===== src/eeprom_cmd_pkg.sv =====
// Package for the serial EEPROM command, status and protection block.
// Assumes a single 200 MHz system clock; serial pins sampled by it.
`default_nettype none
package eeprom_cmd_pkg;
   // ------------------------------------------------------------------
   // Opcodes
   // ------------------------------------------------------------------
   localparam logic [7:0] OP_ARM = 8'h06;
   localparam logic [7:0] OP_DISARM = 8'h04;
   localparam logic [7:0] OP_STAT_RD = 8'h05;
   localparam logic [7:0] OP_STAT_WR = 8'h01;
   localparam logic [7:0] OP_ARR_RD = 8'h03;
   localparam logic [7:0] OP_ARR_WR = 8'h02;
   localparam logic [7:0] OP_ID_RD = 8'h83;
   localparam logic [7:0] OP_ID_WR = 8'h82;
   // ------------------------------------------------------------------
   // Status field positions and reset values
   // ------------------------------------------------------------------
   localparam int BIT_BUSY = 0;
   localparam int BIT_ARM = 1;
   localparam int BIT_GLO = 2;
   localparam int BIT_GHI = 3;
   localparam int BIT_LOCK = 7;
   localparam logic [2:0] NV_RESET = 3'h0;
   localparam int ADDR_BITS = 16;
   localparam int A10_POS = 10;
   localparam logic [1:0] GUARD_QTR = 2'h1;
   localparam logic [1:0] GUARD_HALF = 2'h2;
   localparam logic [1:0] GUARD_ALL = 2'h3;
   // ------------------------------------------------------------------
   // Timing
   // ------------------------------------------------------------------
   localparam int CLK_MHZ = 200;
   localparam int CYCLE_TIME_NV_US = 5000;
   localparam int CYCLE_TIME_NV_CYC = CYCLE_TIME_NV_US * CLK_MHZ;
   // Decoder states
   typedef enum logic [2:0] {
      ST_IDLE = 3'b000,
      ST_OPC = 3'b001,
      ST_WAIT = 3'b010,
      ST_STREAM = 3'b011,
      ST_DATA = 3'b100,
      ST_ADDR = 3'b101,
      ST_IGNORE = 3'b110
   } dec_state_e;
   // Non-volatile status fields
   typedef struct packed {
      logic lock;
      logic ghi;
      logic glo;
   } nv_bits_s;
endpackage : eeprom_cmd_pkg
`default_nettype wire


===== src/pin_sync.sv =====
// Three-stage synchroniser with agreement filter for one pin.
// Assumes the pin is asynchronous to clk.
`timescale 1ns/1ps
`default_nettype none
module pin_sync (
   // Clock and reset
   input wire logic clk,
   input wire logic reset_n,
   // Pin and filtered level
   input wire logic pin,
   output logic level
);
   logic s1_reg;
   logic s2_reg;
   logic s3_reg;
   // ------------------------------------------------------------------
   // Sampling chain
   // ------------------------------------------------------------------
   always_ff @(posedge clk) begin
      if (!reset_n) begin
         s1_reg <= 1'b1;
         s2_reg <= 1'b1;
         s3_reg <= 1'b1;
      end else begin
         s1_reg <= pin;
         s2_reg <= s1_reg;
         s3_reg <= s2_reg;
      end
   end
   // Level changes once stages two and three agree
   always_ff @(posedge clk) begin
      if (!reset_n) begin
         level <= 1'b1;
      end else if (s2_reg == s3_reg) begin
         level <= s3_reg;
      end
   end
endmodule : pin_sync
`default_nettype wire


===== src/eeprom_cmd_core.sv =====
// Opcode decoder, status register and write protection of a serial EEPROM.
// Assumes serial pins asynchronous to clk; array data path lies outside.
//
// Summary of operation
// - First byte after select fall is opcode
// - Unknown opcode: ignore bus until reselect
// - Arm opcode sets arm latch at deselect
// - Disarm opcode clears arm latch at deselect
// - Arm latch clears: reset, disarm, writes done
// - Status read streams register while selected
// - Busy flag high during any write cycle
// - Arm latch low rejects array, status writes
// - Guard bits nonzero block array region writes
// - Lock bit with guard pin low: locked
// - Status write: armed, opcode plus one byte
// - Deselect right after eighth data bit
// - Status write runs timed, busy, then disarms
// - New status bits apply after cycle ends
// - Bits six, five, four read zero
// - Lock bit low: writable whatever guard pin
// - Locked mode entered in either order
// - Locked mode leaves only when pin high
// - Locked mode keeps guarded regions protected
// - Array read and write opcodes decoded
// - Ident read decoded whatever A10
// - Ident write or ident freeze by A10
// - Guard codes map to upper quarter, half, all
// - Sample on rising, shift on falling edge
`timescale 1ns/1ps
`default_nettype none
module eeprom_cmd_core #(
   parameter int CYCLE_TIME_NV_CYC = eeprom_cmd_pkg::CYCLE_TIME_NV_CYC
) (
   // Clock and reset
   input wire logic clk,
   input wire logic reset_n,
   // Serial pins
   input wire logic pick_n,
   input wire logic sclk,
   input wire logic sdi,
   output logic sdo,
   output logic sdo_oe,
   // Protect pin
   input wire logic guard_pin,
   // Array path handshake
   output logic arr_read_go,
   output logic arr_write_go,
   output logic id_read_go,
   output logic id_write_go,
   output logic id_freeze_go,
   output logic [15:0] arr_addr,
   input wire logic arr_write_done,
   // Status view
   output logic locked_guard_mode,
   output logic [7:0] status_protect_register
);
   logic pick_s, sclk_s, sdi_s, guard_s;
   logic sclk_d_reg, pick_d_reg;
   logic rise, fall, sel_fall, sel_rise;
   eeprom_cmd_pkg::dec_state_e state_reg;
   logic [7:0] shift_reg;
   logic [7:0] opc_reg;
   logic [3:0] bitcnt_reg;
   logic [4:0] addr_cnt_reg;
   logic [15:0] addr_reg;
   logic [7:0] out_reg;
   logic byte_done, byte_edge_reg;
   logic arm_latch, busy_flag;
   logic sw_busy_reg, arr_busy_reg;
   logic [31:0] timer_reg;
   eeprom_cmd_pkg::nv_bits_s nv_reg, nv_pend_reg;
   logic sw_valid_reg;
   logic [1:0] guard;
   logic addr_guarded;
   // ------------------------------------------------------------------
   // Pin synchronisers
   // ------------------------------------------------------------------
   pin_sync u_pick (.clk(clk), .reset_n(reset_n), .pin(pick_n), .level(pick_s));
   pin_sync u_sclk (.clk(clk), .reset_n(reset_n), .pin(sclk), .level(sclk_s));
   pin_sync u_sdi (.clk(clk), .reset_n(reset_n), .pin(sdi), .level(sdi_s));
   pin_sync u_guard (.clk(clk), .reset_n(reset_n), .pin(guard_pin), .level(guard_s));
   // Edge detection on filtered levels
   always_ff @(posedge clk) begin
      if (!reset_n) begin
         sclk_d_reg <= 1'b0;
         pick_d_reg <= 1'b1;
      end else begin
         sclk_d_reg <= sclk_s;
         pick_d_reg <= pick_s;
      end
   end
   assign rise = sclk_s & ~sclk_d_reg & ~pick_s;
   assign fall = ~sclk_s & sclk_d_reg & ~pick_s;
   assign sel_fall = pick_d_reg & ~pick_s;
   assign sel_rise = ~pick_d_reg & pick_s;
   assign byte_done = rise && bitcnt_reg == 4'h7;
   assign busy_flag = sw_busy_reg | arr_busy_reg;
   assign guard = {nv_reg.ghi, nv_reg.glo};
   // ------------------------------------------------------------------
   // Protection
   // ------------------------------------------------------------------
   // Region decode from guard code
   always_comb begin
      unique case (guard)
         eeprom_cmd_pkg::GUARD_QTR: addr_guarded = addr_reg[15:14] == 2'h3;
         eeprom_cmd_pkg::GUARD_HALF: addr_guarded = addr_reg[15];
         eeprom_cmd_pkg::GUARD_ALL: addr_guarded = 1'b1;
         default: addr_guarded = 1'b0;
      endcase
   end
   // Locked mode follows lock bit and pin in either order
   always_ff @(posedge clk) begin
      if (!reset_n) begin
         locked_guard_mode <= 1'b0;
      end else begin
         locked_guard_mode <= nv_reg.lock & ~guard_s;
      end
   end
   // Bit shifter, MSB first
   always_ff @(posedge clk) begin
      if (!reset_n || sel_fall) begin
         bitcnt_reg <= 4'h0;
         shift_reg <= 8'h00;
      end else if (rise) begin
         shift_reg <= {shift_reg[6:0], sdi_s};
         bitcnt_reg <= (bitcnt_reg == 4'h7) ? 4'h0 : bitcnt_reg + 4'h1;
      end
   end
   // Marks that the last rising edge closed a byte
   always_ff @(posedge clk) begin
      if (!reset_n || sel_fall) begin
         byte_edge_reg <= 1'b0;
      end else if (rise) begin
         byte_edge_reg <= byte_done;
      end
   end
   // ------------------------------------------------------------------
   // Decoder state machine
   // ------------------------------------------------------------------
   always_ff @(posedge clk) begin
      if (!reset_n) begin
         state_reg <= eeprom_cmd_pkg::ST_IGNORE;
         opc_reg <= 8'h00;
         addr_cnt_reg <= 5'h0;
      end else if (sel_fall) begin
         state_reg <= eeprom_cmd_pkg::ST_OPC;
      end else if (pick_s) begin
         state_reg <= eeprom_cmd_pkg::ST_IDLE;
      end else if (byte_done) begin
         unique case (state_reg)
            eeprom_cmd_pkg::ST_OPC: begin
               opc_reg <= {shift_reg[6:0], sdi_s};
               addr_cnt_reg <= 5'h0;
               unique case ({shift_reg[6:0], sdi_s})
                  eeprom_cmd_pkg::OP_ARM, eeprom_cmd_pkg::OP_DISARM:
                     state_reg <= eeprom_cmd_pkg::ST_WAIT;
                  eeprom_cmd_pkg::OP_STAT_RD: state_reg <= eeprom_cmd_pkg::ST_STREAM;
                  eeprom_cmd_pkg::OP_STAT_WR: state_reg <= eeprom_cmd_pkg::ST_DATA;
                  eeprom_cmd_pkg::OP_ARR_RD, eeprom_cmd_pkg::OP_ARR_WR,
                  eeprom_cmd_pkg::OP_ID_RD, eeprom_cmd_pkg::OP_ID_WR:
                     state_reg <= eeprom_cmd_pkg::ST_ADDR;
                  default: state_reg <= eeprom_cmd_pkg::ST_IGNORE;
               endcase
            end
            eeprom_cmd_pkg::ST_ADDR: begin
               addr_cnt_reg <= addr_cnt_reg + 5'h1;
               if (addr_cnt_reg == 5'h1) begin
                  state_reg <= eeprom_cmd_pkg::ST_STREAM;
               end
            end
            default: state_reg <= state_reg;
         endcase
      end
   end
   // Address capture
   always_ff @(posedge clk) begin
      if (!reset_n) begin
         addr_reg <= 16'h0000;
      end else if (byte_done && state_reg == eeprom_cmd_pkg::ST_ADDR) begin
         addr_reg <= {addr_reg[7:0], shift_reg[6:0], sdi_s};
      end
   end
   // Array path read starts
   always_ff @(posedge clk) begin
      if (!reset_n) begin
         arr_read_go <= 1'b0;
         id_read_go <= 1'b0;
         arr_addr <= 16'h0000;
      end else begin
         arr_read_go <= 1'b0;
         id_read_go <= 1'b0;
         if (byte_done && state_reg == eeprom_cmd_pkg::ST_ADDR && addr_cnt_reg == 5'h1
             && !busy_flag) begin
            arr_addr <= {addr_reg[7:0], shift_reg[6:0], sdi_s};
            arr_read_go <= opc_reg == eeprom_cmd_pkg::OP_ARR_RD;
            id_read_go <= opc_reg == eeprom_cmd_pkg::OP_ID_RD;
         end
      end
   end
   // Write starts at deselect on a byte boundary
   always_ff @(posedge clk) begin
      if (!reset_n) begin
         arr_write_go <= 1'b0;
         id_write_go <= 1'b0;
         id_freeze_go <= 1'b0;
      end else begin
         arr_write_go <= 1'b0;
         id_write_go <= 1'b0;
         id_freeze_go <= 1'b0;
         if (sel_rise && state_reg == eeprom_cmd_pkg::ST_STREAM && byte_edge_reg
             && bitcnt_reg == 4'h0 && arm_latch && !busy_flag) begin
            arr_write_go <= opc_reg == eeprom_cmd_pkg::OP_ARR_WR && !addr_guarded;
            id_write_go <= opc_reg == eeprom_cmd_pkg::OP_ID_WR && !addr_reg[eeprom_cmd_pkg::A10_POS]
                           && guard != eeprom_cmd_pkg::GUARD_ALL;
            id_freeze_go <= opc_reg == eeprom_cmd_pkg::OP_ID_WR
                            && addr_reg[eeprom_cmd_pkg::A10_POS];
         end
      end
   end
   // Status write capture and self-timed cycle
   always_ff @(posedge clk) begin
      if (!reset_n) begin
         nv_pend_reg <= eeprom_cmd_pkg::NV_RESET;
         sw_valid_reg <= 1'b0;
      end else if (sel_fall) begin
         sw_valid_reg <= 1'b0;
      end else if (rise) begin
         sw_valid_reg <= byte_done && state_reg == eeprom_cmd_pkg::ST_DATA;
         if (byte_done && state_reg == eeprom_cmd_pkg::ST_DATA) begin
            nv_pend_reg <= {shift_reg[6], shift_reg[2], shift_reg[1]};
         end
      end
   end
   // Cycle timer, busy and commit
   always_ff @(posedge clk) begin
      if (!reset_n) begin
         sw_busy_reg <= 1'b0;
         timer_reg <= 32'h0;
         nv_reg <= eeprom_cmd_pkg::NV_RESET;
      end else if (sw_busy_reg) begin
         if (timer_reg == 32'(CYCLE_TIME_NV_CYC - 1)) begin
            sw_busy_reg <= 1'b0;
            nv_reg <= nv_pend_reg;
         end
         timer_reg <= timer_reg + 32'h1;
      end else if (sel_rise && sw_valid_reg && arm_latch && !busy_flag
                   && !locked_guard_mode) begin
         sw_busy_reg <= 1'b1;
         timer_reg <= 32'h0;
      end
   end
   // Array write busy tracked until the array path reports done
   always_ff @(posedge clk) begin
      if (!reset_n) begin
         arr_busy_reg <= 1'b0;
      end else if (arr_write_go || id_write_go || id_freeze_go) begin
         arr_busy_reg <= 1'b1;
      end else if (arr_write_done) begin
         arr_busy_reg <= 1'b0;
      end
   end
   // Arm latch
   always_ff @(posedge clk) begin
      if (!reset_n) begin
         arm_latch <= 1'b0;
      end else if (sel_rise && state_reg == eeprom_cmd_pkg::ST_WAIT && bitcnt_reg == 4'h0) begin
         arm_latch <= opc_reg == eeprom_cmd_pkg::OP_ARM;
      end else if ((sw_busy_reg && timer_reg == 32'(CYCLE_TIME_NV_CYC - 1))
                   || (arr_busy_reg && arr_write_done)) begin
         arm_latch <= 1'b0;
      end
   end
   // Status view and serial output
   always_ff @(posedge clk) begin
      if (!reset_n) begin
         status_protect_register <= 8'h00;
      end else begin
         status_protect_register <= {nv_reg.lock, 3'h0, nv_reg.ghi, nv_reg.glo,
                                     arm_latch, busy_flag};
      end
   end
   // Output shifter reloads each byte while status read runs
   always_ff @(posedge clk) begin
      if (!reset_n) begin
         out_reg <= 8'h00;
         sdo <= 1'b0;
         sdo_oe <= 1'b0;
      end else if (state_reg != eeprom_cmd_pkg::ST_STREAM
                   || opc_reg != eeprom_cmd_pkg::OP_STAT_RD || pick_s) begin
         sdo_oe <= 1'b0;
         out_reg <= status_protect_register;
      end else if (fall) begin
         sdo_oe <= 1'b1;
         if (bitcnt_reg == 4'h0) begin
            sdo <= status_protect_register[7];
            out_reg <= {status_protect_register[6:0], 1'b0};
         end else begin
            sdo <= out_reg[7];
            out_reg <= {out_reg[6:0], 1'b0};
         end
      end
   end
   // ------------------------------------------------------------------
   // Checks
   // ------------------------------------------------------------------
   property p_lock_mode;
      @(posedge clk) disable iff (!reset_n) (nv_reg.lock && !guard_s) |=> locked_guard_mode;
   endproperty
   a_lock_mode: assert property (p_lock_mode) else $error("locked mode missed");
   property p_unlock;
      @(posedge clk) disable iff (!reset_n) guard_s |=> !locked_guard_mode;
   endproperty
   a_unlock: assert property (p_unlock) else $error("locked mode kept");
   property p_zero_bits;
      @(posedge clk) disable iff (!reset_n) status_protect_register[6:4] == 3'h0;
   endproperty
   a_zero_bits: assert property (p_zero_bits) else $error("reserved bit set");
   property p_nv_hold;
      @(posedge clk) disable iff (!reset_n) !sw_busy_reg |=> $stable(nv_reg);
   endproperty
   a_nv_hold: assert property (p_nv_hold) else $error("status bits changed early");
   property p_no_unarmed_sw;
      @(posedge clk) disable iff (!reset_n) $rose(sw_busy_reg) |-> $past(arm_latch);
   endproperty
   a_no_unarmed_sw: assert property (p_no_unarmed_sw) else $error("unarmed write");
   property p_busy_view;
      @(posedge clk) disable iff (!reset_n) sw_busy_reg |=> status_protect_register[0];
   endproperty
   a_busy_view: assert property (p_busy_view) else $error("busy not shown");
   property p_arm_clear;
      @(posedge clk) disable iff (!reset_n) $fell(sw_busy_reg) |-> !arm_latch;
   endproperty
   a_arm_clear: assert property (p_arm_clear) else $error("arm stayed set");
   property p_guard_all;
      @(posedge clk) disable iff (!reset_n) guard == 2'h3 |=> !arr_write_go;
   endproperty
   a_guard_all: assert property (p_guard_all) else $error("guarded write");
endmodule : eeprom_cmd_core
`default_nettype wire


===== config.mk =====
export PLATFORM = sky130hd
export DESIGN_NAME = eeprom_cmd_core
export DESIGN_NICKNAME = d
export VERILOG_FILES = /design/src/eeprom_cmd_pkg.sv /design/src/pin_sync.sv /design/src/eeprom_cmd_core.sv
export SDC_FILE = /design/constraint.sdc
export NUM_CORES = 1
export LEC_CHECK = 0
export CORE_MARGIN = 2
export CORE_UTILIZATION = 28
export CTS_CLUSTER_DIAMETER = 60
export DETAILED_ROUTE_END_ITERATION = 16
export DONT_BUFFER_PORTS = 1
export GPL_TIMING_DRIVEN = 0
export PLACE_DENSITY = 0.49
export SLEW_MARGIN = 0
export SYNTH_ARGS = -nofsm -noshare
export SYNTH_HDL_FRONTEND = slang
export SYNTH_SLANG_ARGS = --single-unit

===== constraint.sdc =====
create_clock -name clk -period 4.6 [get_ports clk]
set_input_delay 0.46 -clock clk [delete_from_list [all_inputs] [get_ports clk]]
set_output_delay 0.46 -clock clk [all_outputs]
set_load 0.02 [all_outputs]

==> impl_metrics.py <==
metrics = {
    "worst_setup_path": {
        "crit-reg2reg-launch": "addr_cnt_reg[0]",
        "timing.critical_path.slowest_cell_delay_ns": 0.63,
        "path_cells": "ha_1 -> or4b_2 -> nor3_2 -> nand2_1 -> nor3_1",
        "arrival_ns": 2.76,
        "ff2ff_setup_slack_ns": 2.12,
        "worst-setup-path-type": "register to register",
        "regToRegEndpoint": "id_read_go",
        "launch_point_of_the_worst_path": "addr_cnt_reg[0]",
        "critPathMaxFanout": 8,
        "critPathSlowestCell": "or4b_2",
        "timing.critical_path.required_ns": 4.88,
        "timing.critical_path.from_type": "register",
        "r2r.worst_path.cells": 5,
        "timing.critical_path.to_type": "register",
        "critical_path_end": "id_read_go",
    },
    "sta": {
        "report.final.hold_viol_count": 0,
        "clock-skew-final_ns": 0.0181,
        "fin_setup_tns_ns": 0,
        "setup_viol": 0,
        "period_needed_ns": 2.48,
        "maxSlewViolCount": 0,
        "worst_slew_margin_rel_pct": 33.8,
        "max_freq_ghz": 0.403,
        "timing.final.crit_share_pct": 54.0,
        "max_slew.worst_pin.slew_ns": 0.979,
        "rsz0062_at_grt": "false",
    },
    "logic_synthesis": {
        "synth_top_area_share_pct": 46.5,
        "synthFlopType": "dfxtp_1",
        "synth_cell_types": 64,
        "synth_top_area_cell": "dfxtp_1",
        "synth.cell_area_um2": 5860,
        "ffs_w_async_s_r_synth_pct": 0,
        "yosys_register_bits": 136,
        "mapped_cells": 680,
        "synth_warnings": 0,
        "synth.area.top_cells": "dfxtp_1, a21oi_1, nand2_1, mux2i_1, nand3_1",
        "synth_enable_flop_cells": 0,
        "synth.avg_cell_area_um2": 8.61,
        "synth-seq-area-share_pct": 46.5,
    },
    "cts": {
        "number_of_clock_buffers_inserted_by_tritoncts": 17,
        "tritoncts": "built",
        "worst_setup_hold_path_clk_slew_ns": 0.07,
        "clock_latency_ns": 0.43,
        "clockBufferDepth": 2,
        "clock_sink_count": 136,
        "cts_max_level": 4,
        "post_cts_hold_buffer_count": 0,
        "clockRootBuffer": "clkbuf_16",
        "post-cts-setup-buffer-count": 0,
        "cts_resized": 0,
    },
    "floorplan": {
        "die-area_um2": 22100,
        "coreArea_um2": 20400,
        "number_of_top_level_pins": 39,
        "rows": 52,
        "initial_core_util_pct": 28.8,
        "die-width_um": 149,
        "floorplan.die.height_um": 149,
    },
    "final_layout": {
        "synthToLayoutAreaGrowth_pct": 16.3,
        "filler_cell_count": 2116,
        "drive_above_1_share_pct": 9.40,
        "max_ffs_per_register": 32,
        "antenna_cells_inserted": 0,
        "finish.net_count": 713,
    },
    "detailed_routing": {
        "average_via_count_per_standard_cell": 4.96,
        "detail_route.wirelength_mm": 15.7,
        "detail_route.wl_per_cell_um": 16.0,
        "drtAntennaViolNets": 0,
        "drt-initial-drc-count": 269,
        "drt_pre_antenna_iters": 4,
        "dr_total_vias": 4880,
        "drcViolationCount": 0,
    },
    "power": {
        "p_seq_share_pct": 44.5,
        "p_int_uw": 2060,
        "total_power_uw": 2670,
        "power_density_nw_per_um2": 392,
        "peak_supply_drop_mv": 0.253,
        "clkPwrFrac_pct": 53.9,
        "net_switching_component_of_the_power_uw": 610,
        "power.share.switching_pct": 22.9,
        "power_frac_comb_pct": 1.6,
        "cellLeakagePower_uw": 0.00230,
    },
    "global_route": {
        "grt_remaining_overflow": 0,
        "groute.usage.overall_pct": 14.9,
        "grt_max_degree": 17,
        "grt_pass1_wl_mm": 25.7,
        "grt_pass1_vias": 4743,
        "antenna_violations_before_repair": 0,
    },
    "placement": {
        "place_congestion": 0.792,
        "port_buffers": 0,
        "dpl.hpwl_mm": 11.0,
    },
    "status": {
        "run_status": "finished clean",
    },
    "flow_run": {
        "cap_viol_max_count": 0,
    },
    "worst_hold_path": {
        "worstHoldPathType": "input port to register",
    },
}
[cell usage in the layout (no fill, tap or decap), types with 16 or more instances in the layout]
cell / Yosys / routed
clkbuf_16: 0 / 17
mux2i_1: 20 / 20
clkbuf_1: 32 / 32
nor2_1: 46 / 46
inv_1: 16 / 16
dfxtp_1: 136 / 136
nand3_1: 37 / 37
a21oi_1: 72 / 72
nand2_1: 92 / 92
o21ai_0: 25 / 25
nand2b_1: 20 / 20
[cell families after synthesis]
group,after synthesis,share of synthesized area (%)
and+or+nand+nor,317,29.6
xor gates and xnor gates,2,0.299
AOI/OAI and AO/OA,136,13.8
DFF,136,46.5
muxes,26,4.57
buffers and inverters,57,4.08
adders and majority gates,5,1.07
other,1,0.0640
[cell type report]
| class | count | area [um^2] | area share, % |
|---|---|---|---|
| multi-input cells | 489 | 2900 | 42.6 |
| clock buffers | 17 | 425 | 6.24 |
| flip-flops and latches | 136 | 2720 | 40.0 |
| well taps | 270 | 338 | 4.96 |
| inverters | 16 | 60.1 | 0.882 |
| clock inverters | 14 | 186 | 2.74 |
| plain buffers | 41 | 179 | 2.63 |
[how the worst min path moves through the flow]
stage | cells past startpoint | slack (ns) | end | startpoint
floorplan | 1 | 0.39 | u_guard.s2_reg | u_guard.s1_reg
global placement | 1 | 0.39 | u_sclk.s2_reg | u_sclk.s1_reg
detailed placement | 1 | 0.40 | u_guard.s2_reg | u_guard.s1_reg
CTS | 1 | 0.11 | u_guard.s1_reg | guard_pin
global route | 1 | 0.11 | u_sclk.s1_reg | sclk
finish | 1 | 0.12 | u_guard.s1_reg | guard_pin
[critical path, delay by kind of cell (launching register included)]
kind / cells / cell delay [ns]
DFF: 1 / 0.39
adders and majority gates: 1 / 0.18
and+or+nand+nor: 4 / 1.76
[per-stage QoR]
step | cells | hold slack (ns) | utilization [%] | setup WS (ns) | area (um^2)
floorplan | 682 | 0.386 | - | 2.65 | 5860
global placement | 952 | 0.387 | 30.4 | 2.08 | 6200
detailed placement | 952 | 0.396 | 30.4 | 2.11 | 6200
CTS | 983 | 0.113 | 33.5 | 2.09 | 6810
global route | 983 | 0.111 | 33.5 | 1.90 | 6810
finish | 983 | 0.121 | 33.5 | 2.12 | 6810
[power by group through the flow]
| stage | Clock [uW] | Combinational, uW | Sequential [uW] |
|---|---|---|---|
| 6_report | 1440 | 42.0 | 1190 |
| 5_1_grt | 1520 | 45.9 | 1190 |
| 4_1_cts | 1470 | 43.0 | 1190 |
| 3_5_place_dp | 0 | 42.9 | 1210 |
| 3_3_place_gp | 0 | 42.9 | 1210 |
| 2_1_floorplan | 0 | 28.4 | 1210 |
[synthesized netlist by cell type, drive strengths merged, types with 2 or more instances]
cell type,number
nand3,39
o32ai,3
o211ai,11
nor2,46
buf,9
and2,5
and3b,2
or2,5
o21ai,25
or3b,5
clkbuf,32
and3,15
nor3b,5
nand3b,7
a311oi,2
nor3,14
nor4b,5
or4b,2
or4,9
nand2,92
nor4bb,3
or3,15
nand4,12
nand4bb,2
o311ai,6
mux2i,20
dfxtp,136
a22oi,3
nor4,9
nand2b,20
a211oi,2
and4,3
mux2,6
o31a,2
ha,5
a31o,2
a21oi,72
inv,16
[per-layer routing]
metal  routed length [um]  share of wire, %  track usage, %
met4                  263               1.7            5.48
met3                  495               3.1            3.44
met5                    0                 0               0
met1                 7560                48            19.6
met2                 7400                47            23.9
No activity file was read; power rests on OpenSTA's default activity.
